[config.mk]
export PLATFORM = sky130hd
export DESIGN_NAME = qrd_read_core
export DESIGN_NICKNAME = d
export VERILOG_FILES = /design/src/hw/qrd_pkg.sv /design/src/hw/qrd_read_core.sv /design/src/hw/qrd_sync.sv
export SDC_FILE = /design/constraint.sdc
export NUM_CORES = 1
export LEC_CHECK = 0
export ABC_AREA = 1
export BUFFER_PORTS_ARGS = -buffer_cell sky130_fd_sc_hd__buf_2
export CAP_MARGIN = 20
export CORE_AREA = 5 5 118 120
export DETAILED_ROUTE_END_ITERATION = 8
export DIE_AREA = 0 0 123 125
export PLACE_DENSITY = 0.78
export SETUP_SLACK_MARGIN = 0.5
export SLEW_MARGIN = 20
export SYNTH_ARGS = -nofsm -noshare
export SYNTH_HDL_FRONTEND = slang
export SYNTH_HIERARCHICAL = 1
export SYNTH_SLANG_ARGS = --single-unit
[constraint.sdc]
create_clock -name clk_sys_i -period 2.7 [get_ports clk_sys_i]
set_clock_uncertainty 0.2 [all_clocks]
set_input_delay 0.135 -clock clk_sys_i [delete_from_list [all_inputs] [get_ports clk_sys_i]]
set_output_delay 0.135 -clock clk_sys_i [all_outputs]
set_load 0.1 [all_outputs]
[src/hw/qrd_pkg.sv]
// Purpose: shared constants of the four-lane read path
// Assumes: link signals sampled by clk_sys_i, at least four samples per serial clock phase
// Notes: opcodes, phase lengths and reset patterns live here only
//
// Notes on behaviour
// single rate read: narrow opcode follows width bit, wide opcode always four bytes
// double rate read: narrow opcode follows width bit, wide opcode always four bytes
// four-lane reads accepted only if lane enable or four-wire enable is set
// single rate address moves four bits per serial clock on all lanes
// configured dummy cycles follow the mode byte, lane values ignored there
// single rate data nibble driven at each falling serial clock edge
// read address increments per byte and wraps to zero at the top
// single rate mode upper nibble A keeps continuous read, next frame skips opcode
// any other single rate mode value leaves continuous read at frame end
// mode reset command drops either continuous read mode
// mode byte takes two cycles right after the address; code takes two capture edges, which is one cycle in double rate
// host releases lanes before first data falling edge
// host keeps chip select low through mode and dummy cycles
// four-wire command mode sends single rate opcode four bits per rising edge
// double rate address, mode and data move four bits on each edge
// host keeps double rate clock within its maximum frequency
// complementary double rate mode nibbles enter continuous read
// non-complementary double rate mode leaves continuous read after next frame end; code leaves it at the end of the frame carrying the mode
// enabled preamble driven during the four cycles before first data
// host leaves lanes undriven through dummy cycles when preamble enabled
// programmable preamble byte, msb first, same on all four lanes
// four-wire command mode sends double rate opcode four bits per rising edge
// each data byte goes out upper nibble first, then lower nibble

package qrd_pkg;
   localparam logic [7:0] OP_SDR_NARROW = 8'hEB;
   localparam logic [7:0] OP_SDR_WIDE = 8'hEC;
   localparam logic [7:0] OP_DDR_NARROW = 8'hED;
   localparam logic [7:0] OP_DDR_WIDE = 8'hEE;
   localparam logic [5:0] CMD_BITS_LAST = 6'h07;
   localparam logic [5:0] CMD_NIBS_LAST = 6'h01;
   localparam logic [5:0] ADDR_NARROW_LAST = 6'h05;
   localparam logic [5:0] ADDR_WIDE_LAST = 6'h07;
   localparam logic [5:0] MODE_NIBS_LAST = 6'h01;
   localparam logic [3:0] MODE_SDR_KEEP = 4'hA;
   localparam logic [5:0] PRE_EDGES = 6'h08;
   localparam int NARROW_ADDR_W = 24;
   localparam int LAT_W = 4;
   localparam int LINK_W = 6;
   localparam logic [5:0] LINK_SYNC_RST = 6'h10;
endpackage

[src/hw/qrd_read_core.sv]
// Purpose: four-lane single and double rate read path of a serial flash
// Assumes: mem_data_i shows the byte at mem_addr_o one clk_sys_i cycle after it changes
// Notes: serial clock, chip select and lanes are sampled, edges found on clk_sys_i
`timescale 1ns/1ps
`default_nettype none
module qrd_read_core #(
   parameter int ADDR_W = 32
) (
   input wire logic clk_sys_i,
   input wire logic rst_b_i,
   input wire logic sck_i,
   input wire logic cs_b_i,
   input wire logic [3:0] lane_bus_i,
   output logic [3:0] lane_bus_o,
   output logic [3:0] lane_bus_oe_o,
   input wire logic cfg_quad_en_i,
   input wire logic cfg_four_wire_en_i,
   input wire logic cfg_four_wire_cmd_i,
   input wire logic cfg_addr_wide_i,
   input wire logic [qrd_pkg::LAT_W-1:0] cfg_latency_i,
   input wire logic cfg_preamble_en_i,
   input wire logic [7:0] cfg_preamble_i,
   input wire logic mode_reset_i,
   input wire logic [7:0] mem_data_i,
   output logic [ADDR_W-1:0] mem_addr_o,
   output logic cont_sdr_o,
   output logic cont_ddr_o,
   output logic frame_busy_o
);

   // ***************************************************
   // link sampling and edge detection
   // ***************************************************

   typedef enum logic [2:0] {
      ST_IDLE,
      ST_CMD,
      ST_ADDR,
      ST_MODE,
      ST_DUMMY,
      ST_DATA,
      ST_IGNORE
   } qrd_state_t;

   logic [qrd_pkg::LINK_W-1:0] sync_w;
   logic sck_s;
   logic cs_s;
   logic [3:0] lane_s;
   logic sck_d_q;
   logic cs_d_q;

   qrd_sync #(
      .W(qrd_pkg::LINK_W),
      .RST_VAL(qrd_pkg::LINK_SYNC_RST)
   ) u_sync (
      .clk_sys_i(clk_sys_i),
      .rst_b_i(rst_b_i),
      .d_i({sck_i, cs_b_i, lane_bus_i}),
      .q_o(sync_w)
   );

   assign sck_s = sync_w[5];
   assign cs_s = sync_w[4];
   assign lane_s = sync_w[3:0];

   always_ff @(posedge clk_sys_i or negedge rst_b_i) begin
      if (!rst_b_i) begin
         sck_d_q <= 1'b0;
         cs_d_q <= 1'b1;
      end else begin
         sck_d_q <= sck_s;
         cs_d_q <= cs_s;
      end
   end

   // ***************************************************
   // state and datapath registers
   // ***************************************************

   qrd_state_t st_q;
   logic [5:0] cnt_q;
   logic [31:0] sh_q;
   logic ddr_q;
   logic wide_q;
   logic mode_ok_q;
   logic mode_seen_q;
   logic cont_sdr_q;
   logic cont_ddr_q;
   logic hi_q;
   logic oe_q;
   logic [3:0] lane_q;
   logic [ADDR_W-1:0] addr_q;

   // ***************************************************
   // decode
   // ***************************************************

   wire sck_rise_w = sck_s & ~sck_d_q;
   wire sck_fall_w = ~sck_s & sck_d_q;
   wire cs_fall_w = ~cs_s & cs_d_q;
   wire cs_rise_w = cs_s & ~cs_d_q;
   // capture edges: both edges in double rate, rising only otherwise
   wire edge_w = ddr_q ? (sck_rise_w | sck_fall_w) : sck_rise_w;
   // drive edges: both edges in double rate, falling only otherwise
   wire out_edge_w = ddr_q ? (sck_rise_w | sck_fall_w) : sck_fall_w;

   wire [31:0] sh_nib_w = {sh_q[27:0], lane_s};
   wire [31:0] sh_bit_w = {sh_q[30:0], lane_s[0]};
   wire [7:0] op_w = cfg_four_wire_cmd_i ? sh_nib_w[7:0] : sh_bit_w[7:0];
   wire [5:0] cmd_last_w = cfg_four_wire_cmd_i ? qrd_pkg::CMD_NIBS_LAST
                                               : qrd_pkg::CMD_BITS_LAST;
   wire cmd_done_w = (cnt_q == cmd_last_w);
   wire op_sdr_w = (op_w == qrd_pkg::OP_SDR_NARROW) | (op_w == qrd_pkg::OP_SDR_WIDE);
   wire op_ddr_w = (op_w == qrd_pkg::OP_DDR_NARROW) | (op_w == qrd_pkg::OP_DDR_WIDE);
   wire op_wide_w = (op_w == qrd_pkg::OP_SDR_WIDE) | (op_w == qrd_pkg::OP_DDR_WIDE);
   wire quad_ok_w = cfg_quad_en_i | cfg_four_wire_en_i;
   wire read_ok_w = (op_sdr_w | op_ddr_w) & quad_ok_w;

   wire [5:0] addr_last_w = wide_q ? qrd_pkg::ADDR_WIDE_LAST
                                   : qrd_pkg::ADDR_NARROW_LAST;
   wire [ADDR_W-1:0] addr_in_w = wide_q ? ADDR_W'(sh_nib_w)
                                        : ADDR_W'(sh_nib_w[qrd_pkg::NARROW_ADDR_W-1:0]);
   // first address nibble only on a rising edge: skips the fall that ends the opcode cycle
   wire addr_edge_w = edge_w & (sck_rise_w | (cnt_q != '0));

   wire mode_sdr_ok_w = (sh_nib_w[7:4] == qrd_pkg::MODE_SDR_KEEP);
   wire mode_ddr_ok_w = (sh_nib_w[7:4] == ~sh_nib_w[3:0]);
   wire mode_ok_w = ddr_q ? mode_ddr_ok_w : mode_sdr_ok_w;

   // dummy length counted in capture edges of the current rate
   wire [5:0] dum_total_w = ddr_q ? {1'b0, cfg_latency_i, 1'b0}
                                  : {2'b00, cfg_latency_i};
   wire dum_done_w = (cnt_q == dum_total_w);
   // preamble covers the last eight dummy edges of a double rate read
   wire [5:0] pre_pos_w = 6'(cnt_q + qrd_pkg::PRE_EDGES);
   wire pre_act_w = ddr_q & cfg_preamble_en_i & (pre_pos_w >= dum_total_w) & ~dum_done_w;
   wire [5:0] pre_idx_w = 6'(pre_pos_w - dum_total_w);
   wire [7:0] pre_sel_w = 8'(cfg_preamble_i << pre_idx_w[2:0]);
   wire [3:0] pre_lane_w = {4{pre_sel_w[7]}};

   wire [3:0] data_nib_w = hi_q ? mem_data_i[7:4] : mem_data_i[3:0];

   // ***************************************************
   // frame state machine
   // ***************************************************

   always_ff @(posedge clk_sys_i or negedge rst_b_i) begin
      if (!rst_b_i) begin
         st_q <= ST_IDLE;
         cnt_q <= '0;
         sh_q <= '0;
         ddr_q <= 1'b0;
         wide_q <= 1'b0;
         mode_ok_q <= 1'b0;
         mode_seen_q <= 1'b0;
      end else if (cs_rise_w) begin
         st_q <= ST_IDLE;
      end else if (cs_fall_w) begin
         cnt_q <= '0;
         mode_seen_q <= 1'b0;
         if (cont_ddr_q) begin
            st_q <= ST_ADDR;
            ddr_q <= 1'b1;
         end else if (cont_sdr_q) begin
            st_q <= ST_ADDR;
            ddr_q <= 1'b0;
         end else begin
            st_q <= ST_CMD;
            ddr_q <= 1'b0;
         end
      end else begin
         case (st_q)
            ST_CMD: begin
               if (sck_rise_w) begin
                  sh_q <= cfg_four_wire_cmd_i ? sh_nib_w : sh_bit_w;
                  cnt_q <= 6'(cnt_q + 1'b1);
                  if (cmd_done_w) begin
                     cnt_q <= '0;
                     st_q <= read_ok_w ? ST_ADDR : ST_IGNORE;
                     ddr_q <= op_ddr_w;
                     wide_q <= op_wide_w | cfg_addr_wide_i;
                  end
               end
            end
            ST_ADDR: begin
               if (addr_edge_w) begin
                  sh_q <= sh_nib_w;
                  cnt_q <= 6'(cnt_q + 1'b1);
                  if (cnt_q == addr_last_w) begin
                     cnt_q <= '0;
                     st_q <= ST_MODE;
                  end
               end
            end
            ST_MODE: begin
               if (edge_w) begin
                  sh_q <= sh_nib_w;
                  cnt_q <= 6'(cnt_q + 1'b1);
                  if (cnt_q == qrd_pkg::MODE_NIBS_LAST) begin
                     cnt_q <= '0;
                     mode_ok_q <= mode_ok_w;
                     mode_seen_q <= 1'b1;
                     st_q <= ST_DUMMY;
                  end
               end
            end
            ST_DUMMY: begin
               // lanes are not sampled while waiting
               if (out_edge_w && dum_done_w) begin
                  st_q <= ST_DATA;
               end else if (edge_w && !dum_done_w) begin
                  cnt_q <= 6'(cnt_q + 1'b1);
               end
            end
            ST_DATA, ST_IGNORE, ST_IDLE: begin
               st_q <= st_q;
            end
            default: begin
               st_q <= ST_IDLE;
            end
         endcase
      end
   end

   // ***************************************************
   // lane drive and read address
   // ***************************************************

   wire data_start_w = (st_q == ST_DUMMY) & out_edge_w & dum_done_w & ~cs_rise_w;
   wire data_step_w = (st_q == ST_DATA) & out_edge_w & ~cs_rise_w;
   wire pre_step_w = (st_q == ST_DUMMY) & edge_w & pre_act_w & ~cs_rise_w;

   always_ff @(posedge clk_sys_i or negedge rst_b_i) begin
      if (!rst_b_i) begin
         lane_q <= '0;
         oe_q <= 1'b0;
         hi_q <= 1'b1;
         addr_q <= '0;
      end else if (cs_rise_w || cs_fall_w) begin
         oe_q <= 1'b0;
         hi_q <= 1'b1;
      end else if (st_q == ST_ADDR && addr_edge_w && cnt_q == addr_last_w) begin
         addr_q <= addr_in_w;
      end else if (pre_step_w) begin
         lane_q <= pre_lane_w;
         oe_q <= 1'b1;
      end else if (data_start_w || data_step_w) begin
         lane_q <= data_nib_w;
         oe_q <= 1'b1;
         hi_q <= ~hi_q;
         if (!hi_q) begin
            addr_q <= ADDR_W'(addr_q + 1'b1);
         end
      end
   end

   // ***************************************************
   // continuous read flags
   // ***************************************************

   wire frame_set_w = cs_rise_w & mode_seen_q & mode_ok_q;
   wire frame_clr_w = cs_rise_w & mode_seen_q & ~mode_ok_q;
   // a frame cut inside mode leaves the mode bits unknown: drop out
   wire frame_cut_w = cs_rise_w & (st_q == ST_MODE);

   always_ff @(posedge clk_sys_i or negedge rst_b_i) begin
      if (!rst_b_i) begin
         cont_sdr_q <= 1'b0;
         cont_ddr_q <= 1'b0;
      end else if (frame_set_w) begin
         cont_sdr_q <= ~ddr_q;
         cont_ddr_q <= ddr_q;
      end else if (frame_clr_w || frame_cut_w || mode_reset_i) begin
         cont_sdr_q <= 1'b0;
         cont_ddr_q <= 1'b0;
      end
   end

   assign lane_bus_o = lane_q;
   assign lane_bus_oe_o = {4{oe_q}};
   assign mem_addr_o = addr_q;
   assign cont_sdr_o = cont_sdr_q;
   assign cont_ddr_o = cont_ddr_q;
   assign frame_busy_o = (st_q != ST_IDLE);
endmodule
`default_nettype wire

[src/hw/qrd_sync.sv]
// Purpose: two-flop synchroniser for a group of link pins
// Assumes: each bit is an independent level
// Notes: first stage is read by the second stage only
`timescale 1ns/1ps
`default_nettype none
module qrd_sync #(
   parameter int W = 1,
   parameter logic [W-1:0] RST_VAL = '0
) (
   input wire logic clk_sys_i,
   input wire logic rst_b_i,
   input wire logic [W-1:0] d_i,
   output logic [W-1:0] q_o
);
   logic [W-1:0] meta_q;
   logic [W-1:0] sync_q;

   always_ff @(posedge clk_sys_i or negedge rst_b_i) begin
      if (!rst_b_i) begin
         meta_q <= RST_VAL;
         sync_q <= RST_VAL;
      end else begin
         meta_q <= d_i;
         sync_q <= meta_q;
      end
   end

   assign q_o = sync_q;
endmodule
`default_nettype wire

==> impl_metrics.ini, run 1 <==
[status]
outcome = finished, final reports clean

[power_and_ir_drop]
p_leak_uw = 0.004109
vdd_drop_max_mv = 0.7003
p_per_area_nw_per_um2 = 756.1

[finish]
nNetsFinal = 1100
drive_gt1_share_pct = 25.00
insertedDiodeCount = 0
area_growth_pct = 32.03

[global_route]
antenna_found_initial = 0
overflow = 0
grt_max_degree = 72
grt_pass1_vias = 6003
grt_usage_pct = 22.92
grt_pass1_wl_um = 28490

[sta]
hold_ws_ns = 0.02192
final.setup.tns_ns = 0
final.period_utilization_pct = 92.87
slew_violations = 0
finalSetupViolCount = 0
max_freq_mhz = 398.8
worst_pin_slew_ns = 0.5186
rsz0062_at_grt = yes
fin_crit_ns = 2.507
slew_headroom_pct = 65.16
final_hold_viol_count = 0

[drt]
drc = 0
wl_um = 19300
postRouteAntennaNets = 0
route.vias.total = 6750
drt-initial-drc-count = 765
highest_layer = met4
firstDrtPassIters = 5
vias_per_cell = 5.479
dr_wl_met3_um = 1500
drt-met1-wl_um = 7876
wl_met2_um = 9310
wl_per_cell_um = 15.67

[synth]
async_reset_ff_share_pct = 100.0
synth_seq_cells = 95
synthesis.area_um2 = 6255
dominantRegCellSynth = dfrtp_1
yosysUniqueCellTypes = 41
synth_fp_nets = 981
ys.warnings.count = 6
avgSynthCellArea_um2 = 6.711
synth_edf_count = 0
syn_inst = 932
ys_seq_area_share_pct = 38.09

[job]
cap_violations = 0

[clock_tree]
root_buffer = clkbuf_16
cts_tree = done
cts_sinks = 95
clock_path_buffers = 2
clk_pin_slew_ns = 0.07
htree_levels = 3
clk-insertion-delay-late_ns = 0.36
cts_buffers = 9

[floorplanning]
die_width_um = 123
start_util_pct = 48.58
core-area_um2 = 12870
die_h_um = 125
rows = 42
io_pins = 77
die_area_um2 = 15380

[critical_path]
crit_fanout = 6
worstPathCellList = mux2i_1 -> ha_1 -> inv_1 -> nand2_1 -> nor2_2 -> nand3_2 -> nor2_4 -> o21ai_4 -> nand2_4 -> nand2_8 -> clkbuf_16 -> nand2_2 -> o21ai_1
slowest_stage = dfrtp_2
worst-setup-path-type = reg2reg
cp_slowest_stage_delay_ns = 0.43
crit_path_start_kind = register
cp.arrival_ns = 2.55
crit_required_ns = 2.74
critPathCaptureType = register

[place]
place_congestion = 0.9199
dp_hpwl_um = 11980
port_buffers = 76

[hold_path]
worstHoldPathType = in2async
==> per-layer routing <==
layer  global-route usage, %  vias to the layer above
met2                   37.02                      350
met1                   30.57                     3140
li1                        -                     3204
met3                   3.297                       56
met5                       0                        -
met4                   9.967                        0
==> layout make-up <==
class / count / area (um^2)
Fill cell: 1120 / 4617
Multi-Input combinational cell: 720 / 3935
Sequential cell: 95 / 2395
Timing Repair Buffer: 134 / 1076
Inverter: 91 / 356.6
Clock buffer: 10 / 239.0
Tap cell: 176 / 220.2
Clock inverter: 6 / 36.28
==> stage by stage <==
| stage | power [uW] | instance area [um^2] | setup WS [ns] | util, % | cells |
|---|---|---|---|---|---|
| detailed placement | 4100 | 6824 | 0.08688 | 53.00 | 1170 |
| global placement | 4044 | 6824 | 0.1906 | 53.00 | 1170 |
| floorplan | 3602 | 6300 | 0.2662 | - | 932 |
| finish | 6244 | 8258 | 0.1925 | 64.14 | 1232 |
| global route | 6611 | 8258 | 0.09544 | 64.14 | 1232 |
| CTS | 5589 | 7551 | 0.2894 | 58.65 | 1212 |
==> registers in the layout, summed over array words and instances, names as in the netlist <==
name           cells
mem_addr_o        32
mode_seen_q        1
cnt_q              6
sck_d_q            1
u_sync/meta_q      6
ddr_q              1
cont_ddr_o         1
hi_q               1
sh_q              28
lane_bus_o         4
st_q               3
oe_q               1
u_sync/q_o         6
cs_d_q             1
cont_sdr_o         1
wide_q             1
mode_ok_q          1
==> cells by family after synthesis <==
family          after synthesis  synth area share, %
compound gates              109                9.902
xor+xnor                     21                2.940
fa+ha+maj                    15                3.121
buf+inv                     119                8.181
flops                        95                38.09
mux                           3               0.4801
simple gates                570                37.29
==> critical path: cells and delay by family (launching register included) <==
family                   cells  cell delay, ns
AND/OR/NAND/NOR              7            0.81
flip-flops                   1            0.43
AO/OA/AOI/OAI                2            0.18
buffers and inverters        2            0.25
multiplexers                 1            0.24
adder cells (fa/ha/maj)      1            0.26
==> where the power goes <==
part	switching [uW]	internal [uW]
Combinational	1860	1090
Clock	586	646
Sequential	347	1710
Total	2790	3450
==> what timing repair did <==
action                                 in CTS  in global routing
gates resized for setup                    48                127
cloned                                      2                 11
hold buffers                               17                  0
pin swaps                                  22                 24
endpoints found under the hold margin     104                  0
setup endpoints to repair                  69                 74
buffers inserted                            7                  9
==> synthesized netlist by cell type, drive strengths merged (4+ instances only) <==
cell type | number | area share, %
xor2 | 16 | 2.2
nand2 | 380 | 23
inv | 90 | 5.4
dfrtp | 91 | 36
buf | 18 | 2.1
ha | 14 | 2.8
xnor2 | 5 | 0.70
o22ai | 4 | 0.40
o31ai | 16 | 1.9
nor2 | 109 | 7.1
clkbuf | 10 | 0.60
nand3b | 9 | 1.1
nand3 | 47 | 3.9
nor3 | 9 | 0.72
dfstp | 4 | 1.7
nand4 | 12 | 1.2
a21oi | 14 | 1.2
o21ai | 67 | 5.4
==> path summary, 6_finish.rpt <==
path	cells past startpoint	slack, ns	to	startpoint
worst max-delay path	13	0.19	mem_addr_o[10]$_DFFE_PN0P_	ddr_q$_DFFE_PN0P_
worst min-delay path	2	0.02	mem_addr_o[3]$_DFFE_PN0P_	rst_b_i
worst max register to register	13	0.19	mem_addr_o[10]$_DFFE_PN0P_	ddr_q$_DFFE_PN0P_
worst min register to register	0	0.15	u_sync/q_o[5]$_DFF_PN0_	u_sync/meta_q[5]$_DFF_PN0_
max in group asynchronous	3	1.54	u_sync/meta_q[4]$_DFF_PN1_	rst_b_i
min in group clk_sys_i	0	0.15	u_sync/q_o[5]$_DFF_PN0_	u_sync/meta_q[5]$_DFF_PN0_
==> placed cells by master (no fill, tap or decap), types with 16 or more instances in the layout <==
master         synthesis  routed
nor2_1               103      95
o21ai_1                0      20
nand2_2                1      34
dfrtp_1               91      81
o21ai_0               66      41
nand2_1              379     329
nand2_4                0      18
xor2_1                16      16
buf_2                  7      75
inv_1                 84      78
buf_4                  7      19
nand3_1               45      38
dlygate4sd3_1          0      17
(Power assumes the default switching activity.)
==> run 2, diff against run 1 <==
ABC_CLOCK_PERIOD_IN_PS = 2700   (was not set)
SETUP_SLACK_MARGIN = not set   (was 0.5)
SLEW_MARGIN = 30   (was 20)
==> run 2 against run 1 <==
- flip-flop and latch count did not move
- utilization fell by 7.3 points
- die area did not move
- count of clock-buffer cells in the layout rose by 1
- design area fell by 11%
- non-clock buffer count fell by 22
- first-iteration DRC count fell by 16%
- worst hold slack improved by 0.12 ns
- combinational power fell by 30%
- sequential power fell by 2%
- sequential share of layout area rose by 3.6 points
- worst setup slack improved by 0.011 ns
==> impl_metrics.ini, run 2 (synthesized netlist as in run 1, its figures left out) <==
[place]
place_congestion = 0.9538
place_inst = 1173
dp_hpwl_um = 12210
placed_cell_area_um2 = 6818
port_buffers = 76

[drt]
postRouteAntennaNets = 0
wl_per_cell_um = 13.60
drc = 0
vias_per_cell = 5.148
drt-initial-drc-count = 641
route.vias.total = 6219
firstDrtPassIters = 7
wl_um = 16430

[clock_tree]
clk_pin_slew_ns = 0.07
clock_path_buffers = 2
cts_sinks = 95
htree_levels = 3
cts_buffers = 9
clk-insertion-delay-late_ns = 0.35
cts_tree = done
root_buffer = clkbuf_16

[sta]
final_hold_viol_count = 0
final.setup.tns_ns = 0
slew_violations = 0
final.period_utilization_pct = 92.44
rsz0062_at_grt = no
worst_pin_slew_ns = 0.6661
fin_crit_ns = 2.496
max_freq_mhz = 400.6
slew_headroom_pct = 55.59
finalSetupViolCount = 0

[power_and_ir_drop]
p_sw_uw = 2257
switching_share_pct = 41.93
vdd_drop_max_mv = 0.6754
internal_power_uw = 3126
combPwrFrac_pct = 38.3
power_frac_seq_pct = 37.3
p_total_uw = 5383
p_per_area_nw_per_um2 = 735.3
clockPowerShare_pct = 24.3
p_leak_uw = 0.003812

[finish]
nNetsFinal = 1076
drive_gt1_share_pct = 13.37
area_growth_pct = 17.04
largest_reg_flops = 32
stdcell_count = 1208
insertedDiodeCount = 0
final_common_cell = nand2_1
final_cell_mix = 379 x nand2_1, 103 x nor2_1, 87 x dfrtp_1
final_area_um2 = 7321

[critical_path]
worstPathCellList = mux2i_1 -> ha_1 -> nand3_1 -> nor2_1 -> nand3_1 -> nor2_1 -> inv_1 -> nand3_1 -> nand2_1 -> nand2_1 -> nand2_1 -> o21ai_0
crit_path_start_kind = register
critPathCaptureType = register
r2r.worst_path.cells = 12
crit_fanout = 12
worst-setup-path-type = reg2reg
cp.arrival_ns = 2.56
slowest_stage = dfrtp_2
crit_required_ns = 2.76
cp_slowest_stage_delay_ns = 0.45
reg2reg_setup_slack_ns = 0.20

[global_route]
grt_pass1_vias = 5876
grt_usage_pct = 22.25
overflow = 0
grt_max_degree = 50
grt_pass1_wl_um = 27860
antenna_found_initial = 0

[hold_path]
worstHoldPathType = in2reg
hold_depth = 7

[status]
outcome = finished, final reports clean

[floorplanning]
die_h_um = 125
start_util_pct = 48.58
rows = 42
io_pins = 77
die_area_um2 = 15380
core-area_um2 = 12870
die_width_um = 123

[job]
cap_violations = 0
run 2: cell types whose count changed in the layout (fill, tap and decap cells not counted), sizes merged:
cell / change
nand2: -2
bufinv: +1
inv: +2
buf: -16
clkinv: -4
clkbuf: -5
run 2: through the flow:
| step | hold slack [ns] | setup slack [ns] | util [%] |
|---|---|---|---|
| after global placement | 0.0006385 | 0.1168 | 52.95 |
| after CTS | 0.1300 | 0.06305 | 56.60 |
| after global routing | 0.1553 | 0.02412 | 56.86 |
| after detailed placement | 0.004582 | 0.07871 | 52.95 |
| after floorplan | -0.3606 | 0.09188 | - |
| final | 0.1446 | 0.2040 | 56.86 |
run 2: final cells by class:
class / instances / area, um^2
Tap cell: 176 / 220.2
Sequential cell: 95 / 2387
Clock buffer: 11 / 242.7
Clock inverter: 5 / 56.30
Timing Repair Buffer: 112 / 703.2
Fill cell: 1222 / 5554
Multi-Input combinational cell: 718 / 3369
Inverter: 91 / 341.6
run 2: path summary, 6_finish.rpt:
check,from,to
min in group asynchronous,rst_b_i,mem_addr_o[11]$_DFFE_PN0P_
worst max-delay path,ddr_q$_DFFE_PN0P_,cnt_q[4]$_DFFE_PN0P_
worst min register to register,u_sync/meta_q[3]$_DFF_PN0_,u_sync/q_o[3]$_DFF_PN0_
max in group asynchronous,rst_b_i,ddr_q$_DFFE_PN0P_
worst max register to register,ddr_q$_DFFE_PN0P_,cnt_q[4]$_DFFE_PN0P_
worst min-delay path,cfg_quad_en_i,st_q[2]$_DFFE_PN0P_
run 2: power groups by stage:
stage                     Clock (uW)  Combinational [uW]  Sequential [uW]
after CTS                       1340                2060             2000
final                           1310                2060             2010
after global placement             0                2000             2020
after global routing            1400                2370             2060
after detailed placement           0                2030             2030
after floorplan                    0                1510             2060
run 2: repair_timing:
action | in CTS | in global routing
setup buffers | 0 | 2
setup endpoints to repair | 0 | 38
gates resized for setup | 0 | 6
endpoints found under the hold margin | 54 | 0
hold buffers | 17 | 0
run 2: layer usage:
| metal | GRT usage [%] | up-vias | wire length [um] |
|---|---|---|---|
| li1 | - | 3138 | - |
| met1 | 31.00 | 2845 | 7453 |
| met2 | 35.93 | 211 | 7643 |
| met3 | 3.613 | 25 | 1028 |
| met4 | 6.124 | 0 | 302 |
| met5 | 0 | - | 0 |
run 2: critical path: cells and delay by family (launching register included):
family | cells | cell delay, ns
multiplexers | 1 | 0.14
AO/OA/AOI/OAI | 1 | 0.10
adder cells (fa/ha/maj) | 1 | 0.32
buffers and inverters | 1 | 0.06
flip-flops | 1 | 0.45
AND/OR/NAND/NOR | 8 | 1.13
==> run 3, diff against run 2 <==
REMOVE_ABC_BUFFERS = 1   (was not set)
==> run 3 against run 2 <==
- count of clock-buffer cells in the layout stayed put
- sequential power about the same
- design area decreased by 0.26%
- routed wire length shrank 1.6%
- flip-flop and latch count is the same
- worst hold slack got worse by 0.13 ns
- clock power up 4%
- critical path type unchanged
- critical path depth stayed put
- combinational power about the same
- sequential share of layout area barely moved
- first-iteration DRC count shrank 12%
==> impl_metrics.ini, run 3 (synthesized netlist as in run 1, its figures left out) <==
[critical_path]
r2r.worst_path.cells = 12
crit_path_start_kind = register
critPathCaptureType = register
reg2reg_setup_slack_ns = 0.26
crit_fanout = 38
worst-setup-path-type = reg2reg
r2r-start = ddr_q$_DFFE_PN0P_
crit_required_ns = 2.73
cp.arrival_ns = 2.47
r2r-end = mem_addr_o[2]$_DFFE_PN0P_

[finish]
largest_reg_flops = 32
fillCellCount = 1263
nNetsFinal = 1069
final_cell_mix = 379 x nand2_1, 102 x nor2_1, 90 x dfrtp_1
insertedDiodeCount = 0
fin_util_pct = 56.72
drive_gt1_share_pct = 12.59
final_common_cell = nand2_1
area_growth_pct = 16.74

[sta]
rsz0062_at_grt = yes
finalSetupViolCount = 0
final.setup.tns_ns = 0
fin_crit_ns = 2.444
final_hold_viol_count = 0
max_freq_mhz = 409.1
final.period_utilization_pct = 90.54
slew_violations = 0
worst_pin_slew_ns = 0.5920
slew_headroom_pct = 60.53

[job]
cap_violations = 0

[hold_path]
min_from = mem_data_i[5]
hold_depth = 7
whs_endpoint = lane_bus_o[1]$_DFFE_PN0P_
worstHoldPathType = in2reg

[clock_tree]
cts_setup_buffers = 0
cts_tree = done
root_buffer = clkbuf_16
htree_levels = 3
cts_buffers = 9
clk_pin_slew_ns = 0.07
clk-insertion-delay-late_ns = 0.35
cts_sinks = 95
clock_path_buffers = 2

[place]
place_congestion = 0.9214
port_buffers = 76
dp_hpwl_um = 12150

[floorplanning]
rows = 42
die_h_um = 125
io_pins = 77
start_util_pct = 48.58
die_area_um2 = 15380
core-area_um2 = 12870
die_width_um = 123

[drt]
firstDrtPassIters = 5
drc = 0
wl_per_cell_um = 13.46
drt-met1-wl_um = 7306
wl_met2_um = 7650
route.vias.total = 6140
postRouteAntennaNets = 0
highest_layer = met4
drt-initial-drc-count = 562
wl_um = 16170
dr_wl_met3_um = 855
vias_per_cell = 5.112

[global_route]
grt_max_degree = 45
overflow = 0
grt_pass1_vias = 5839
antenna_found_initial = 0
grt_pass1_wl_um = 27580
grt_usage_pct = 21.96

[power_and_ir_drop]
p_per_area_nw_per_um2 = 744.8
p_leak_uw = 0.003784
vdd_drop_max_mv = 0.7096
p_total_uw = 5438

[status]
outcome = finished, final reports clean
==> run 3: cell types whose count changed in the layout (fill, tap and decap cells not counted), sizes merged <==
| cell | delta |
|---|---|
| buf | -6 |
| bufinv | +1 |
| inv | -1 |
| clkinvlp | +2 |
| dlygate4sd3 | -1 |
| clkinv | -2 |
==> run 3: metrics by stage <==
stage	cells	setup WS [ns]	hold WS, ns	instance area [um^2]
after floorplan	904	-0.5183	-0.3606	6085
after global placement	1169	0.1788	-0.02265	6810
after detailed placement	1169	0.1104	-0.02207	6810
after CTS	1201	0.07855	0.003046	7286
after global routing	1201	-0.007706	0.03573	7302
final	1201	0.2555	0.01108	7302
==> run 3: worst max-delay path by stage <==
| stage | from | end | slack [ns] | cells past startpoint |
|---|---|---|---|---|
| 2_1_floorplan | oe_q$_DFFE_PN0P_ | oe_q$_DFFE_PN0P_ | -0.52 | 2 |
| 3_3_place_gp | ddr_q$_DFFE_PN0P_ | lane_bus_o[2]$_DFFE_PN0P_ | 0.18 | 14 |
| 3_5_place_dp | ddr_q$_DFFE_PN0P_ | lane_bus_o[1]$_DFFE_PN0P_ | 0.11 | 14 |
| 4_1_cts | ddr_q$_DFFE_PN0P_ | lane_bus_o[1]$_DFFE_PN0P_ | 0.08 | 14 |
| 5_1_grt | ddr_q$_DFFE_PN0P_ | lane_bus_o[3]$_DFFE_PN0P_ | -0.008 | 15 |
| 6_report | ddr_q$_DFFE_PN0P_ | mem_addr_o[2]$_DFFE_PN0P_ | 0.26 | 12 |
==> run 3: timing repair <==
action	CTS	global route
hold buffers	16	0
endpoints found under the setup margin	0	42
hold endpoints to repair	55	0
resized for setup	0	6
==> run 3: report_power, final <==
| group | total (uW) | internal, uW | switching (uW) |
|---|---|---|---|
| combinational | 2070 | 662 | 1410 |
| clock | 1360 | 812 | 552 |
| sequential | 2010 | 1710 | 295 |
==> run 3: critical path, cell delays in order (launching register included) <==
cell and delay, ns:
dfrtp_2 0.45, mux2i_1 0.14, ha_1 0.32, nand3_1 0.10
nor2_1 0.15, nand3_1 0.15, nor2_2 0.14, o21ai_2 0.10
nand2_1 0.09, nand2_2 0.08, buf_6 0.20, nand2_1 0.09
o21ai_0 0.08
==> run 3: routing by layer <==
metal / vias up / track usage (%)
met5: - / 0
met4: 0 / 6.515
met3: 24 / 4.291
met2: 194 / 36.31
met1: 2793 / 29.13
li1: 3129 / -
==> run 3: layout make-up <==
class                   count  area [um^2]  area share [%]
well taps                 176        220.2           3.016
multi-input cells         718         3372           46.18
clock buffers              11        232.7           3.187
repair buffers            105        669.4           9.167
flip-flops and latches     95         2384           32.64
inverters                  91        341.6           4.678
clock inverters             5        82.58           1.131
